[src/hw/mem_init_consts.vh]
// constants for the serial control port initialization block
// assumes inclusion by bare name from the design files under hw/ and the bench files under tb/
`ifndef MEM_INIT_CONSTS_VH
`define MEM_INIT_CONSTS_VH

// apb byte offsets
`define APB_CONTROL       8'h00
`define APB_STATUS        8'h04
`define APB_IDS           8'h08
// control register bits
`define CTL_SIO_RESET     0
`define CTL_CLR_ERR       1

// serial opcodes
`define OP_SRD            4'h0
`define OP_SWR            4'h1
`define OP_ASSERT_SOFT_RESET           4'h2
`define OP_FAST_CLOCK_SELECT           4'h4
`define OP_RELEASE_SOFT_RESET           4'hB
`define OP_PDN_WAKE       4'hC

// serial register addresses
`define SA_INIT           12'h021
`define SA_FIRST_TEST_REG         12'h022
`define SA_MEMORY_UNIT_ID          12'h040
`define SA_CCA            12'h043
`define SA_CCB            12'h044
`define SA_DOZE_EXIT_LEN           12'h045
`define SA_POWERDOWN_EXIT_FIRST          12'h046
`define SA_POWERDOWN_EXIT_TOTAL           12'h047
`define SA_READ_CORE_TIMING          12'h048
`define SA_CYCLE_TIME_REG         12'h049
`define SA_READ_DELAY_EXTRA         12'h04A
`define SA_FRAME_TIMING_REG           12'h04B
`define SA_SKIP           12'h04C
`define SA_TEST_REG_SEVENTY_SEVEN         12'h04D
`define SA_TEST_REG_SEVENTY_EIGHT         12'h04E
`define SA_TEST_REG_SEVENTY_NINE         12'h04F

// internal word indices
`define IX_INIT           4'd0
`define IX_FIRST_TEST_REG         4'd1
`define IX_MEMORY_UNIT_ID          4'd2
`define IX_CCA            4'd3
`define IX_CCB            4'd4
`define IX_DOZE_EXIT_LEN           4'd5
`define IX_POWERDOWN_EXIT_FIRST          4'd6
`define IX_POWERDOWN_EXIT_TOTAL           4'd7
`define IX_READ_CORE_TIMING          4'd8
`define IX_CYCLE_TIME_REG         4'd9
`define IX_READ_DELAY_EXTRA         4'd10
`define IX_FRAME_TIMING_REG           4'd11
`define IX_SKIP           4'd12
`define IX_TEST_REG_SEVENTY_SEVEN         4'd13
`define IX_TEST_REG_SEVENTY_EIGHT         4'd14
`define IX_TEST_REG_SEVENTY_NINE         4'd15

// setup, skip and memory unit id register fields
`define INIT_ID_LSB       0
`define INIT_ID_MSB       5
`define INIT_SRP          7
`define INIT_NSR          8
`define INIT_PSR          9
`define INIT_LSR          10
`define INIT_RESET        16'h00BF
`define SKIP_AS           0
`define MEMORY_UNIT_ID_MSB         4

// words cleared by serial port reset: first_test_reg, cca, ccb, skip, test_reg_seventy_eight, test_reg_seventy_nine, init
`define SIO_CLR_MASK      16'hD01B

// timing in serial clock cycles / samples
`define FRAME_PATTERN     8'hF0
`define ASSERT_SOFT_RESET_GAP          5'd16
`define FAST_CLOCK_SELECT_GAP          5'd4
`define FRAME_FALLS       5'd4
`define SIO_RST_SAMPLES   6'd32

`endif

[src/hw/ctrl_reg_mem.v]
// control register words with per-word clear and registered read
// assumes one write port, writes and clears from the same clock domain
`default_nettype none

module ctrl_reg_mem #(
  parameter W = 16,
  parameter N = 16,
  parameter AW = 4,
  parameter [N*W-1:0] RST = {N*W{1'b0}}
) (
  input  wire           clk,      // clock
  input  wire           rst_n,    // async reset, active low
  input  wire [N-1:0]   clr_mask, // words forced to reset value
  input  wire           we,       // write strobe
  input  wire [AW-1:0]  waddr,    // write index
  input  wire [W-1:0]   wdata,    // write data
  input  wire [AW-1:0]  raddr,    // read index
  output reg  [W-1:0]   rdata,    // registered read data
  output wire [N*W-1:0] words     // all words, flat
);

  genvar i;
  generate
    for (i = 0; i < N; i = i + 1)
    begin : g_word
      reg [W-1:0] word;
      always @(posedge clk or negedge rst_n)
      begin
        if (!rst_n)
          word <= RST[i*W +: W];
        else if (clr_mask[i])
          word <= RST[i*W +: W];
        else if (we && (waddr == i))
          word <= wdata;
      end
      assign words[i*W +: W] = word;
    end
  endgenerate

  always @(posedge clk or negedge rst_n)
  begin
    if (!rst_n)
      rdata <= {W{1'b0}};
    else
      rdata <= words[raddr*W +: W];
  end

endmodule

`default_nettype wire

[src/hw/mem_init_port.v]
// device-side serial control port: framing, commands, power state, apb view
// assumes serial pins asynchronous to pclk and far slower than it
//
// Overview of operation
// - serial port reset clears six registers; setup register gets repeat and id ones
// - broadcast powerdown wake moves device from powerdown to relax
// - fast clock select stores auto sample bit and locks read domain
// - variant clear: start in attention, reset/fast commands need no match
// - variant set: start in powerdown, reset/fast commands need id match
// - release soft reset may leave core contents undefined
// - assert soft reset restores all registers; 16 cycles before release
// - fast clock select; 4 serial cycles before next command
`default_nettype none
`include "mem_init_consts.vh"

module mem_init_port (
  input  wire        pclk,              // system clock, 20 MHz
  input  wire        presetn,           // async reset, active low
  input  wire        psel,              // apb select
  input  wire        penable,           // apb enable
  input  wire        pwrite,            // apb direction
  input  wire [7:0]  paddr,             // apb byte address
  input  wire [31:0] pwdata,            // apb write data
  output reg  [31:0] prdata,            // apb read data
  output reg         pready,            // apb ready
  output reg         pslverr,           // apb error on unmapped address
  input  wire        init_variant_flag, // strap, caught after reset release
  input  wire        sck,               // serial clock pin
  input  wire        cmd,               // serial framing pin
  input  wire        sio0_i,            // chain pin toward controller, in
  output reg         sio0_o,            // chain pin toward controller, out
  output reg         sio0_oe_n,         // low while driving sio0
  input  wire        sio1_i,            // chain pin away from controller, in
  output reg         sio1_o,            // chain pin away, out
  output reg         sio1_oe_n,         // low while driving sio1
  input  wire        channel_clock_to_memory,               // channel clock pin
  output reg         relax_ready        // device in relax state
);

  localparam [4:0] S_HUNT = 5'b00001;
  localparam [4:0] S_SRQ  = 5'b00010;
  localparam [4:0] S_SA   = 5'b00100;
  localparam [4:0] S_P3   = 5'b01000;
  localparam [4:0] S_P4   = 5'b10000;
  localparam [3:0] P_BOOT = 4'b0001;
  localparam [3:0] P_ATTENTION_STATE = 4'b0010;
  localparam [3:0] P_PDN  = 4'b0100;
  localparam [3:0] P_RLX  = 4'b1000;

  function [4:0] map_addr;  // {valid, index}
    input [11:0] sa;
    begin
      case (sa)
        `SA_INIT:   map_addr = {1'b1, `IX_INIT};
        `SA_FIRST_TEST_REG: map_addr = {1'b1, `IX_FIRST_TEST_REG};
        `SA_MEMORY_UNIT_ID:  map_addr = {1'b1, `IX_MEMORY_UNIT_ID};
        `SA_CCA:    map_addr = {1'b1, `IX_CCA};
        `SA_CCB:    map_addr = {1'b1, `IX_CCB};
        `SA_DOZE_EXIT_LEN:   map_addr = {1'b1, `IX_DOZE_EXIT_LEN};
        `SA_POWERDOWN_EXIT_FIRST:  map_addr = {1'b1, `IX_POWERDOWN_EXIT_FIRST};
        `SA_POWERDOWN_EXIT_TOTAL:   map_addr = {1'b1, `IX_POWERDOWN_EXIT_TOTAL};
        `SA_READ_CORE_TIMING:  map_addr = {1'b1, `IX_READ_CORE_TIMING};
        `SA_CYCLE_TIME_REG: map_addr = {1'b1, `IX_CYCLE_TIME_REG};
        `SA_READ_DELAY_EXTRA: map_addr = {1'b1, `IX_READ_DELAY_EXTRA};
        `SA_FRAME_TIMING_REG:   map_addr = {1'b1, `IX_FRAME_TIMING_REG};
        `SA_SKIP:   map_addr = {1'b1, `IX_SKIP};
        `SA_TEST_REG_SEVENTY_SEVEN: map_addr = {1'b1, `IX_TEST_REG_SEVENTY_SEVEN};
        `SA_TEST_REG_SEVENTY_EIGHT: map_addr = {1'b1, `IX_TEST_REG_SEVENTY_EIGHT};
        `SA_TEST_REG_SEVENTY_NINE: map_addr = {1'b1, `IX_TEST_REG_SEVENTY_NINE};
        default:    map_addr = 5'h00;
      endcase
    end
  endfunction

  ////////////////////////////////////////////////////////////////////////////
  // pin synchronisers: three stages, level taken when stages two and three agree
  reg [2:0] sy_sck, sy_cmd, sy_s0, sy_s1, sy_ctm;
  reg       f_sck, f_cmd, f_s0, f_s1, f_ctm, sck_d;
  always @(posedge pclk or negedge presetn)
  begin
    if (!presetn)
    begin
      sy_sck <= 3'h0; sy_cmd <= 3'h0; sy_s0 <= 3'h0; sy_s1 <= 3'h0; sy_ctm <= 3'h0;
      f_sck <= 1'b0; f_cmd <= 1'b0; f_s0 <= 1'b0; f_s1 <= 1'b0; f_ctm <= 1'b0;
      sck_d <= 1'b0;
    end
    else
    begin
      sy_sck <= {sy_sck[1:0], sck};
      sy_cmd <= {sy_cmd[1:0], cmd};
      sy_s0  <= {sy_s0[1:0], sio0_i};
      sy_s1  <= {sy_s1[1:0], sio1_i};
      sy_ctm <= {sy_ctm[1:0], channel_clock_to_memory};
      if (sy_sck[1] == sy_sck[2]) f_sck <= sy_sck[2];
      if (sy_cmd[1] == sy_cmd[2]) f_cmd <= sy_cmd[2];
      if (sy_s0[1] == sy_s0[2])   f_s0  <= sy_s0[2];
      if (sy_s1[1] == sy_s1[2])   f_s1  <= sy_s1[2];
      if (sy_ctm[1] == sy_ctm[2]) f_ctm <= sy_ctm[2];
      sck_d <= f_sck;
    end
  end
  wire sck_fall = sck_d & ~f_sck;
  wire sck_rise = ~sck_d & f_sck;

  ////////////////////////////////////////////////////////////////////////////
  // registers
  reg  [4:0]   state;
  reg  [3:0]   pwr;
  reg  [3:0]   bitcnt;
  reg  [15:0]  sh;
  reg  [7:0]   frame;
  reg  [3:0]   op;
  reg          sel;
  reg  [3:0]   ridx;
  reg          rvalid;
  reg  [15:0]  dout;
  reg          variant, soft_rst, fast_mode, err_assert_soft_reset, err_fast_clock_select, sio_req;
  reg  [4:0]   gap_assert_soft_reset, gap_fast_clock_select;
  reg  [5:0]   hi_cnt;
  reg          err_clr_pulse;
  reg          mem_we;
  reg  [3:0]   mem_waddr;
  reg  [15:0]  mem_wdata;
  wire [15:0]  mem_q;
  wire [255:0] words;
  wire [15:0]  init_word = words[`IX_INIT*16 +: 16];
  wire [15:0]  memory_unit_id_word = words[`IX_MEMORY_UNIT_ID*16 +: 16];
  wire [15:0]  skip_word = words[`IX_SKIP*16 +: 16];
  wire [5:0]   my_id = init_word[`INIT_ID_MSB:`INIT_ID_LSB];
  wire         repeat_on = init_word[`INIT_SRP];
  wire [15:0]  word_in = {sh[14:0], f_s0};
  wire [5:0]   sdev = {word_in[10], word_in[4:0]};
  wire         serial_broadcast_bit = word_in[5];
  wire [3:0]   sop = word_in[9:6];
  wire [4:0]   amap = map_addr(word_in[11:0]);
  wire         sio_rst = sio_req | (hi_cnt == `SIO_RST_SAMPLES);
  wire         sel_rst = variant ? (sdev == my_id) : 1'b1;
  wire         frame_hit = sck_fall & ({frame[6:0], f_cmd} == `FRAME_PATTERN);

  wire [15:0]  clr_mask = soft_rst ? 16'hFFFF : (sio_rst ? `SIO_CLR_MASK : 16'h0000);

  ctrl_reg_mem #(.W(16), .N(16), .AW(4),
                 .RST({240'h0, `INIT_RESET})) u_regs (
    .clk      (pclk),
    .rst_n    (presetn),
    .clr_mask (clr_mask),
    .we       (mem_we),
    .waddr    (mem_waddr),
    .wdata    (mem_wdata),
    .raddr    (ridx),
    .rdata    (mem_q),
    .words    (words)
  );

  ////////////////////////////////////////////////////////////////////////////
  // serial engine
  always @(posedge pclk or negedge presetn)
  begin
    if (!presetn)
    begin
      state <= S_HUNT; pwr <= P_BOOT; bitcnt <= 4'h0; sh <= 16'h0000; frame <= 8'h00;
      op <= 4'h0; sel <= 1'b0; ridx <= 4'h0; rvalid <= 1'b0; dout <= 16'h0000;
      variant <= 1'b0; soft_rst <= 1'b0; fast_mode <= 1'b0;
      err_assert_soft_reset <= 1'b0; err_fast_clock_select <= 1'b0; gap_assert_soft_reset <= 5'h1F; gap_fast_clock_select <= 5'h1F;
      hi_cnt <= 6'h00; mem_we <= 1'b0; mem_waddr <= 4'h0; mem_wdata <= 16'h0000;
      sio0_o <= 1'b0; sio0_oe_n <= 1'b1; sio1_o <= 1'b0; sio1_oe_n <= 1'b1;
      relax_ready <= 1'b0;
    end
    else
    begin
      mem_we <= 1'b0;
      relax_ready <= pwr[3];
      if (err_clr_pulse) err_assert_soft_reset <= 1'b0;
      if (err_clr_pulse) err_fast_clock_select <= 1'b0;
      if (pwr == P_BOOT)
      begin
        variant <= init_variant_flag;
        pwr <= init_variant_flag ? P_PDN : P_ATTENTION_STATE;
      end
      if (sck_fall | sck_rise)
      begin
        frame <= {frame[6:0], f_cmd};
        hi_cnt <= f_cmd ? ((hi_cnt == `SIO_RST_SAMPLES) ? hi_cnt : hi_cnt + 6'd1) : 6'd0;
      end
      // spacing counters
      // only idle and frame falls count, so a command's own packet bits cannot hide a short gap
      if (sck_fall && state == S_HUNT && gap_assert_soft_reset != 5'h1F) gap_assert_soft_reset <= gap_assert_soft_reset + 5'd1;
      if (sck_fall && state == S_HUNT && gap_fast_clock_select != 5'h1F) gap_fast_clock_select <= gap_fast_clock_select + 5'd1;
      if (sio_rst)
      begin
        state <= S_HUNT;
        bitcnt <= 4'h0;
      end
      else if (frame_hit && state == S_HUNT)
      begin
        state <= S_SRQ;
        bitcnt <= 4'h0;
        // early command flagged
        // the hit falls on the fourth frame fall; the first three are already counted
        if (gap_fast_clock_select < `FAST_CLOCK_SELECT_GAP + `FRAME_FALLS - 5'd1) err_fast_clock_select <= 1'b1;
      end
      else if (sck_fall && state != S_HUNT)
      begin
        sh <= word_in;
        bitcnt <= bitcnt + 4'd1;
        if (bitcnt == 4'hF)
        begin
          case (state)
            S_SRQ:
            begin
              op <= sop;
              sel <= serial_broadcast_bit | (sdev == my_id);
              state <= (sop == `OP_SWR || sop == `OP_SRD) ? S_SA : S_HUNT;
              if (sop == `OP_ASSERT_SOFT_RESET && sel_rst)
              begin
                soft_rst <= 1'b1;
                gap_assert_soft_reset <= 5'd0;
              end
              if (sop == `OP_RELEASE_SOFT_RESET && sel_rst)
              begin
                soft_rst <= 1'b0;
                if (gap_assert_soft_reset < `ASSERT_SOFT_RESET_GAP + `FRAME_FALLS) err_assert_soft_reset <= 1'b1;
                gap_fast_clock_select <= 5'd0;
              end
              if (sop == `OP_FAST_CLOCK_SELECT && sel_rst)
              begin
                fast_mode <= 1'b1;
                gap_fast_clock_select <= 5'd0;
                mem_we <= 1'b1;
                mem_waddr <= `IX_SKIP;
                mem_wdata <= {skip_word[15:1], f_ctm};
              end
              if (sop == `OP_PDN_WAKE && serial_broadcast_bit && pwr == P_PDN)
                pwr <= P_RLX;
            end
            S_SA:
            begin
              ridx <= amap[3:0];
              rvalid <= amap[4];
              state <= S_P3;
            end
            S_P3:
            begin
              if (op == `OP_SWR && sel && rvalid)
              begin
                mem_we <= 1'b1;
                mem_waddr <= ridx;
                mem_wdata <= word_in;
              end
              dout <= rvalid ? mem_q : 16'h0000;
              state <= S_P4;
            end
            S_P4:
              state <= S_HUNT;
            default:
              state <= S_HUNT;
          endcase
        end
      end
      // read data turns toward the controller; far-device data is repeated back
      if (state == S_P4 && op == `OP_SRD)
      begin
        sio1_oe_n <= 1'b1;
        sio0_oe_n <= ~(sel | repeat_on);
        if (sel && sck_rise)
          sio0_o <= dout[4'hF - bitcnt];
        else if (!sel)
          sio0_o <= f_s1;
      end
      else
      begin
        sio0_oe_n <= 1'b1;
        sio1_oe_n <= ~repeat_on;
        sio1_o <= f_s0;
      end
    end
  end

  ////////////////////////////////////////////////////////////////////////////
  // apb slave, one wait-free access phase
  wire apb_setup = psel & ~penable;
  wire apb_wr = psel & penable & pready & pwrite;
  always @(posedge pclk or negedge presetn)
  begin
    if (!presetn)
    begin
      pready <= 1'b0; prdata <= 32'h00000000; pslverr <= 1'b0;
      sio_req <= 1'b0; err_clr_pulse <= 1'b0;
    end
    else
    begin
      pready <= apb_setup;
      sio_req <= apb_wr && paddr == `APB_CONTROL && pwdata[`CTL_SIO_RESET];
      err_clr_pulse <= apb_wr && paddr == `APB_CONTROL && pwdata[`CTL_CLR_ERR];
      if (apb_setup)
      begin
        pslverr <= ~(paddr == `APB_CONTROL || paddr == `APB_STATUS || paddr == `APB_IDS);
        case (paddr)
          `APB_STATUS:
            prdata <= {22'h0, err_fast_clock_select, err_assert_soft_reset, variant, soft_rst, fast_mode,
                       skip_word[`SKIP_AS], pwr};
          `APB_IDS:
            prdata <= {16'h0, 3'h0, memory_unit_id_word[`MEMORY_UNIT_ID_MSB:0], 2'h0, my_id};
          default:
            prdata <= 32'h00000000;
        endcase
      end
    end
  end

endmodule

`default_nettype wire

[config.mk]
export PLATFORM = sky130hd
export DESIGN_NAME = mem_init_port
export DESIGN_NICKNAME = d
export VERILOG_FILES = /design/src/hw/ctrl_reg_mem.v /design/src/hw/mem_init_port.v
export VERILOG_INCLUDE_DIRS = /design/src /design/src/hw
export SDC_FILE = /design/constraint.sdc
export NUM_CORES = 1
export LEC_CHECK = 0
export ABC_AREA = 1
export BUFFER_PORTS_ARGS = -buffer_cell sky130_fd_sc_hd__buf_2
export CORE_MARGIN = 2
export CORE_UTILIZATION = 60
export DETAILED_ROUTE_END_ITERATION = 10
export PLACE_DENSITY = 0.87
export SLEW_MARGIN = 30
export SYNTH_ARGS = -nofsm -noshare
export SYNTH_HDL_FRONTEND = slang
export SYNTH_SLANG_ARGS = --single-unit
[constraint.sdc]
create_clock -name pclk -period 4 [get_ports pclk]
set_input_delay 0.2 -clock pclk [delete_from_list [all_inputs] [get_ports pclk]]
set_output_delay 0.2 -clock pclk [all_outputs]
set_load 0.02 [all_outputs]
==> results of run 1 <==
power by group:
part           switching (mW)  total (mW)  internal, mW
Clock                    1.68        4.37          2.69
Combinational           0.453       0.642         0.189
Sequential              0.160        4.53          4.37
cell usage after synthesis (all sizes together):
cell type | instances | share of area [%]
nand2 | 477 | 9.7
o21ai | 477 | 13
dfrtp | 397 | 52
nor2 | 194 | 4.0
inv | 192 | 3.8
nand3 | 87 | 2.4
clkbuf | 79 | 1.6
buf | 66 | 2.2
a21oi | 54 | 1.5
o221ai | 33 | 1.5
o22ai | 27 | 0.89
dfstp | 21 | 2.9
o211ai | 21 | 0.83
nand4 | 17 | 0.62
nor3 | 13 | 0.57
o31ai | 13 | 0.51
ha | 9 | 0.59
xor2 | 7 | 0.32
maj3 | 5 | 0.26
clkinv | 3 | 0.059
mux2 | 3 | 0.18
xnor2 | 3 | 0.14
mux2i | 2 | 0.11
nor4 | 2 | 0.066
o311ai | 2 | 0.092
a211oi | 1 | 0.039
a21boi | 1 | 0.059
conb | 1 | 0.020
nand3b | 1 | 0.039
o21a | 1 | 0.039
o32ai | 1 | 0.046
cell families (layout without fill, tap and decap cells):
logic type	after synthesis	after routing	share of synthesized area, %
other cells	1	20	0.0197
fa+ha+maj	14	14	0.854
simple gates	791	791	17.4
flops	418	418	55.1
compound gates	631	631	18.3
buf+inv	340	361	7.64
xor+xnor	10	10	0.460
mux	5	5	0.283
worst register-to-register path, cell delays in order, from the launching register on:
cell and delay, ns:
dfrtp_1 0.37, inv_1 0.09, ha_1 0.22, nand4_2 0.13
nand2_4 0.30, nor2_4 0.50, inv_2 0.25, a21oi_2 0.46
buf_4 0.42, o21ai_0 0.15
how the worst max path moves through the flow:
stage | to | slack (ns) | cells past startpoint
after floorplan | mem_wdata[6] | 2.29 | 12
after global placement | u_regs.g_word[12].word[0] | 1.17 | 9
after detailed placement | u_regs.g_word[12].word[0] | 1.06 | 9
after CTS | u_regs.g_word[12].word[0] | 1.05 | 10
after global routing | u_regs.g_word[12].word[0] | 0.77 | 10
final | u_regs.g_word[12].word[0] | 0.97 | 9
stage by stage:
step	total power, mW	setup WS (ns)	hold slack, ns
2_1_floorplan	4.96	2.29	-0.0956
3_3_place_gp	5.19	1.17	0.313
3_5_place_dp	5.22	1.06	0.310
4_1_cts	9.55	1.05	0.0186
5_1_grt	9.85	0.771	0.0299
6_report	9.54	0.972	0.0304
cells in the final DEF (no fill, tap or decap), types with 11 or more instances in the layout:
cell         n
a21oi_1     41
a21oi_2     12
buf_2       39
buf_4       32
clkbuf_16   43
conb_1      19
dfrtp_1    395
dfstp_2     21
inv_1      172
inv_2       18
nand2_1    463
nand3_1     85
nand4_1     15
nor2_1     186
o211ai_1    21
o21ai_0    361
o21ai_1    105
o21ai_2     11
o221ai_1    33
o22ai_1     27
o31ai_1     13
layer usage:
metal | GRT usage [%] | up-vias | part of all wire, %
met5 | 0 | - | 0
met4 | 18.3 | 0 | 5.9
met3 | 6.45 | 241 | 10
met2 | 51.9 | 1004 | 46
met1 | 41.2 | 7877 | 38
li1 | - | 7301 | -
area by class of cell:
class / instances / area [sq um] / area share (%)
flip-flops and latches: 418 / 10500 / 49.5
clock inverters: 22 / 353 / 1.67
diodes: 1 / 2.50 / 0.0118
clock buffers: 55 / 1190 / 5.62
well taps: 402 / 503 / 2.37
inverters: 195 / 736 / 3.47
repair buffers: 89 / 698 / 3.30
multi-input cells: 1470 / 7210 / 34.0
sequential cells by signal, indices dropped and copies added, names as in the netlist, 5 cells and up:
name,flops
dout,16
frame,7
gap_assert_soft_reset,5
gap_fast_clock_select,5
hi_cnt,6
mem_wdata,16
prdata,13
sh,15
state,5
u_regs.g_word.word,256
u_regs.rdata,16
what timing repair did:
item	CTS	global route
hold buffers	10	0
endpoints found under the hold margin	111	0
buffers inserted	0	0
endpoints found under the setup margin	0	0
==> impl_metrics.env, run 1 <==
export IMPL_grt_max_degree=121
export IMPL_grt_overflow=0
export IMPL_layout_cells_non_filler=2652
export IMPL_fin_crit_ns=3.03
export IMPL_tns_ns=0
export IMPL_antenna_found_initial=1
export IMPL_clk_path_buf_depth=3
export IMPL_rr_endpoint="u_regs.g_word[12].word[0]"
export IMPL_avgSynthCellArea_sq_um=8.62
export IMPL_dp_hpwl_mm=31.5
export IMPL_viasPerCell=6.19
export IMPL_die_h_um=182
export IMPL_layout_drive_gt1_share_pct=11.2
export IMPL_drtIter0Drc=2183
export IMPL_die_w_um=182
export IMPL_ctsResizeCount=0
export IMPL_cap_violations=0
export IMPL_finalWeightedCongestion=0.955
export IMPL_rr_startpoint="hi_cnt[0]"
export IMPL_io_buffer_count=40
export IMPL_grt_pass1_wl_mm=84.4
export IMPL_placed_cell_area_sq_mm=0.0195
export IMPL_rows=65
export IMPL_status="complete, no violations"
export IMPL_pwr_density_cell_mw_per_mm2=450
export IMPL_ys_warn_count=0
export IMPL_fin_util_pct=67.5
export IMPL_fmax_mhz=330
export IMPL_slew_viol_final=0
export IMPL_core_area_sq_mm=0.0314
export IMPL_cts_tree="yes"
export IMPL_clk_latency_ns=0.54
export IMPL_avgRoutedWirePerCell_um=19.9
export IMPL_clock_root_buffer="clkbuf_16"
export IMPL_dieArea_sq_mm=0.0332
export IMPL_cts_num_sinks=418
export IMPL_finalSetupViolCount=0
export IMPL_leakagePower_nw=9.61
export IMPL_vias=16400
export IMPL_postRouteAntennaNets=0
export IMPL_start_util_pct=60.7
export IMPL_grt_usage_pct=32.2
export IMPL_maxSlewHeadroom_pct=31.0
export IMPL_ff2ff_setup_slack_ns=0.97
export IMPL_num_io_pins=90
export IMPL_cp_top_family="simple AND/OR/NAND/NOR gates"
export IMPL_dr_pass1_iters=9
export IMPL_rsz0062_at_grt="false"
export IMPL_reg2reg_depth=9
export IMPL_worst_setup_hold_path_clk_slew_ns=0.06
export IMPL_cp_slowest_cell="nor2_4"
export IMPL_ys_seq_area_share_pct=55.1
export IMPL_hold_path_class="input pin to flop"
export IMPL_critPathLaunch="hi_cnt[0]"
export IMPL_setup_worst_path_class="flop to flop"
export IMPL_endpoint_kind="flop"
export IMPL_fin_skew_ns=0.0107
export IMPL_finalWirelength_mm=52.7
export IMPL_critPathMaxFanout=24
export IMPL_fin_nets=2276
export IMPL_hp_start="penable"
export IMPL_ys_types=48
export IMPL_syn_to_final_growth_pct=11.3
export IMPL_worst_pin_slew_ns=1.03
export IMPL_max_vdd_ir_drop_mv=0.342
export IMPL_first_global_vias=16300
export IMPL_hold_violations=0
export IMPL_dpl_cell_count=2563
export IMPL_cts_buffers=42
export IMPL_netlist_instances=2210
export IMPL_drc=0
export IMPL_cp_start_kind="flop"
export IMPL_cp_required_ns=4.40
export IMPL_fillerInstances=2308
export IMPL_holdPathStages=2
export IMPL_critPathBufInv=3
export IMPL_worstPathCellList="inv_1 > ha_1 > nand4_2 > nand2_4 > nor2_4 > inv_2 > a21oi_2 > buf_4 > o21ai_0"
export IMPL_hold_path_end="pready"
export IMPL_timing_final_crit_share_pct=75.7
export IMPL_htree_levels=2
export IMPL_worstPathArrival_ns=3.43
export IMPL_slowest_delay_ns=0.49
export IMPL_final_cell_area_sq_mm=0.0212
export IMPL_synth_seq_cells=418
export IMPL_netlist_area_sq_mm=0.0190
Note: power is estimated with default switching activity, not from simulation.
==> run 2: changes to the inputs <==
- CORE_UTILIZATION: 60 -> 56
- PLACE_DENSITY: 0.87 -> 0.86
- clock period: 4 -> 2.58 ns (I/O delays scaled with it)
==> run 2 against run 1 <==
  * Flip-flop and latch count stayed put
  * First-iteration DRC count fell by 3.6%
  * Worst setup slack got worse by 0.83 ns
  * Final area grew 1.8%
  * Critical path type is now input pin to flop
  * Critical endpoint is now pslverr
  * Largest cell class unchanged
  * Highest routed layer unchanged
==> impl_metrics.env, run 2 (same netlist as run 1, synthesis figures left out) <==
export IMPL_vias=16600
export IMPL_largest_reg_flops=256
export IMPL_clock_root_buffer="clkbuf_16"
export IMPL_final_common_cell="nand2_1"
export IMPL_finalWeightedCongestion=0.888
export IMPL_tns_ns=0
export IMPL_finalSetupViolCount=0
export IMPL_antenna_found_initial=0
export IMPL_rr_startpoint="mem_waddr[2]"
export IMPL_rr_endpoint="u_regs.g_word[6].word[8]"
export IMPL_critPathLaunch="paddr[5]"
export IMPL_syn_to_final_growth_pct=13.3
export IMPL_ctsResizeCount=0
export IMPL_hold_slack_ns=0.0909
export IMPL_cap_violations=0
export IMPL_grt_max_degree=87
export IMPL_layout_common_cells="nand2_1 (463), dfrtp_1 (396), o21ai_0 (361), nor2_1 (186), inv_1 (172)"
export IMPL_p_total_mw=14.7
export IMPL_rsz0062_at_grt="false"
export IMPL_endpoint_kind="flop"
export IMPL_grt_overflow=0
export IMPL_placed_cell_area_sq_mm=0.0199
export IMPL_first_global_vias=16900
export IMPL_grt_pass1_wl_mm=87.3
export IMPL_fin_crit_ns=2.44
export IMPL_cts_tree="yes"
export IMPL_grt_usage_pct=30.8
export IMPL_regMostFlops="u_regs.g_word.word"
export IMPL_rows=67
export IMPL_cts_buffers=44
export IMPL_drtIter0Drc=2104
export IMPL_critPathMaxFanout=2
export IMPL_avgRoutedWirePerCell_um=19.6
export IMPL_cp_required_ns=3.01
export IMPL_dr_pass1_iters=6
export IMPL_finalWirelength_mm=53.5
export IMPL_worstPathArrival_ns=2.87
export IMPL_die_h_um=188
export IMPL_clk_path_buf_depth=3
export IMPL_num_io_pins=90
export IMPL_hold_violations=0
export IMPL_fin_skew_ns=0.0242
export IMPL_io_buffer_count=40
export IMPL_postRouteAntennaNets=0
export IMPL_reg2reg_depth=7
export IMPL_antenna_cells=0
export IMPL_worst_setup_hold_path_clk_slew_ns=0.06
export IMPL_core_area_sq_mm=0.0335
export IMPL_maxSlewHeadroom_pct=46.4
export IMPL_hold_path_class="input pin to flop"
export IMPL_timing_final_crit_share_pct=94.5
export IMPL_ff2ff_setup_slack_ns=0.31
export IMPL_dp_hpwl_mm=33.6
export IMPL_fmax_mhz=410
export IMPL_pwr_density_cell_mw_per_mm2=682
export IMPL_worst_pin_slew_ns=0.805
export IMPL_setup_worst_path_class="input pin to flop"
export IMPL_leakagePower_nw=9.80
export IMPL_critPathCapture="pslverr"
export IMPL_slew_viol_final=0
export IMPL_fin_nets=2310
export IMPL_die_w_um=188
export IMPL_max_vdd_ir_drop_mv=0.538
export IMPL_drc=0
export IMPL_layout_drive_gt1_share_pct=12.0
export IMPL_start_util_pct=56.8
export IMPL_status="complete, no violations"
export IMPL_cp_start_kind="input pin"
export IMPL_clk_latency_ns=0.55
export IMPL_final_cell_area_sq_mm=0.0216
export IMPL_viasPerCell=6.08
export IMPL_htree_levels=2
export IMPL_cts_num_sinks=418
export IMPL_dieArea_sq_mm=0.0355
[run 2: cell count changes in the layout (fill, tap and decap cells not counted), moves of 3 or more]
cell / previous run / this run
buf_4: 32 / 48
buf_12: 6 / 16
dlygate4sd3_1: 10 / 17
clkbuf_1: 5 / 9
bufinv_16: 9 / 6
[run 2: final cells by class]
cell class	instances	area, sq um
clock buffer	62	1270
clock inverter	17	254
fill	2580	12000
inverter	195	732
multi-input combinational	1470	7200
sequential	418	10500
tap	448	561
timing repair buffer	121	1060
[run 2: power breakdown]
part | internal (mW) | switching [mW] | leakage (nW)
sequential | 6.78 | 0.255 | 5.68
combinational | 0.296 | 0.708 | 3.37
clock | 4.04 | 2.63 | 0.746
[run 2: worst min-delay path by stage]
stage / startpoint / slack [ns] / end / cells past startpoint
floorplan: presetn / -0.17 / bitcnt[0] / 0
global placement: presetn / 0.13 / hi_cnt[2] / 1
detailed placement: presetn / 0.14 / hi_cnt[3] / 1
CTS: presetn / 0.16 / hi_cnt[3] / 2
global route: paddr[2] / 0.10 / prdata[7] / 4
finish: paddr[2] / 0.09 / prdata[7] / 4
[run 2: repair_timing]
action / in CTS / in global routing
hold buffers: 17 / 0
setup endpoints to repair: 0 / 1
hold endpoints to repair: 75 / 0
setup buffers: 0 / 2
[run 2: worst max-delay path, cell delays in order]
cell	delay (ns)
dlygate4sd3_1	0.53
buf_2	0.13
nor2_1	0.08
dlygate4sd3_1	0.55
nand2_1	0.06
dlygate4sd3_1	0.56
o211ai_1	0.16
dlygate4sd3_1	0.60
nand2_1	0.07
[run 2: metrics by stage]
step,std cells,setup WS [ns],utilization (%)
floorplan,2228,0.870,-
global placement,2633,0.542,59.2
CTS,2729,0.221,64.3
global route,2731,0.0677,64.3
detailed placement,2633,0.467,59.2
finish,2731,0.142,64.3
[run 2: metal layers]
layer | share of wire, % | track usage [%] | routed length, um | vias up
li1 | - | - | - | 7369
met1 | 39 | 39.7 | 20600 | 8031
met2 | 46 | 48.9 | 24700 | 971
met3 | 10 | 6.35 | 5390 | 237
met4 | 5.3 | 17.0 | 2840 | 0
met5 | 0 | 0 | 0 | -
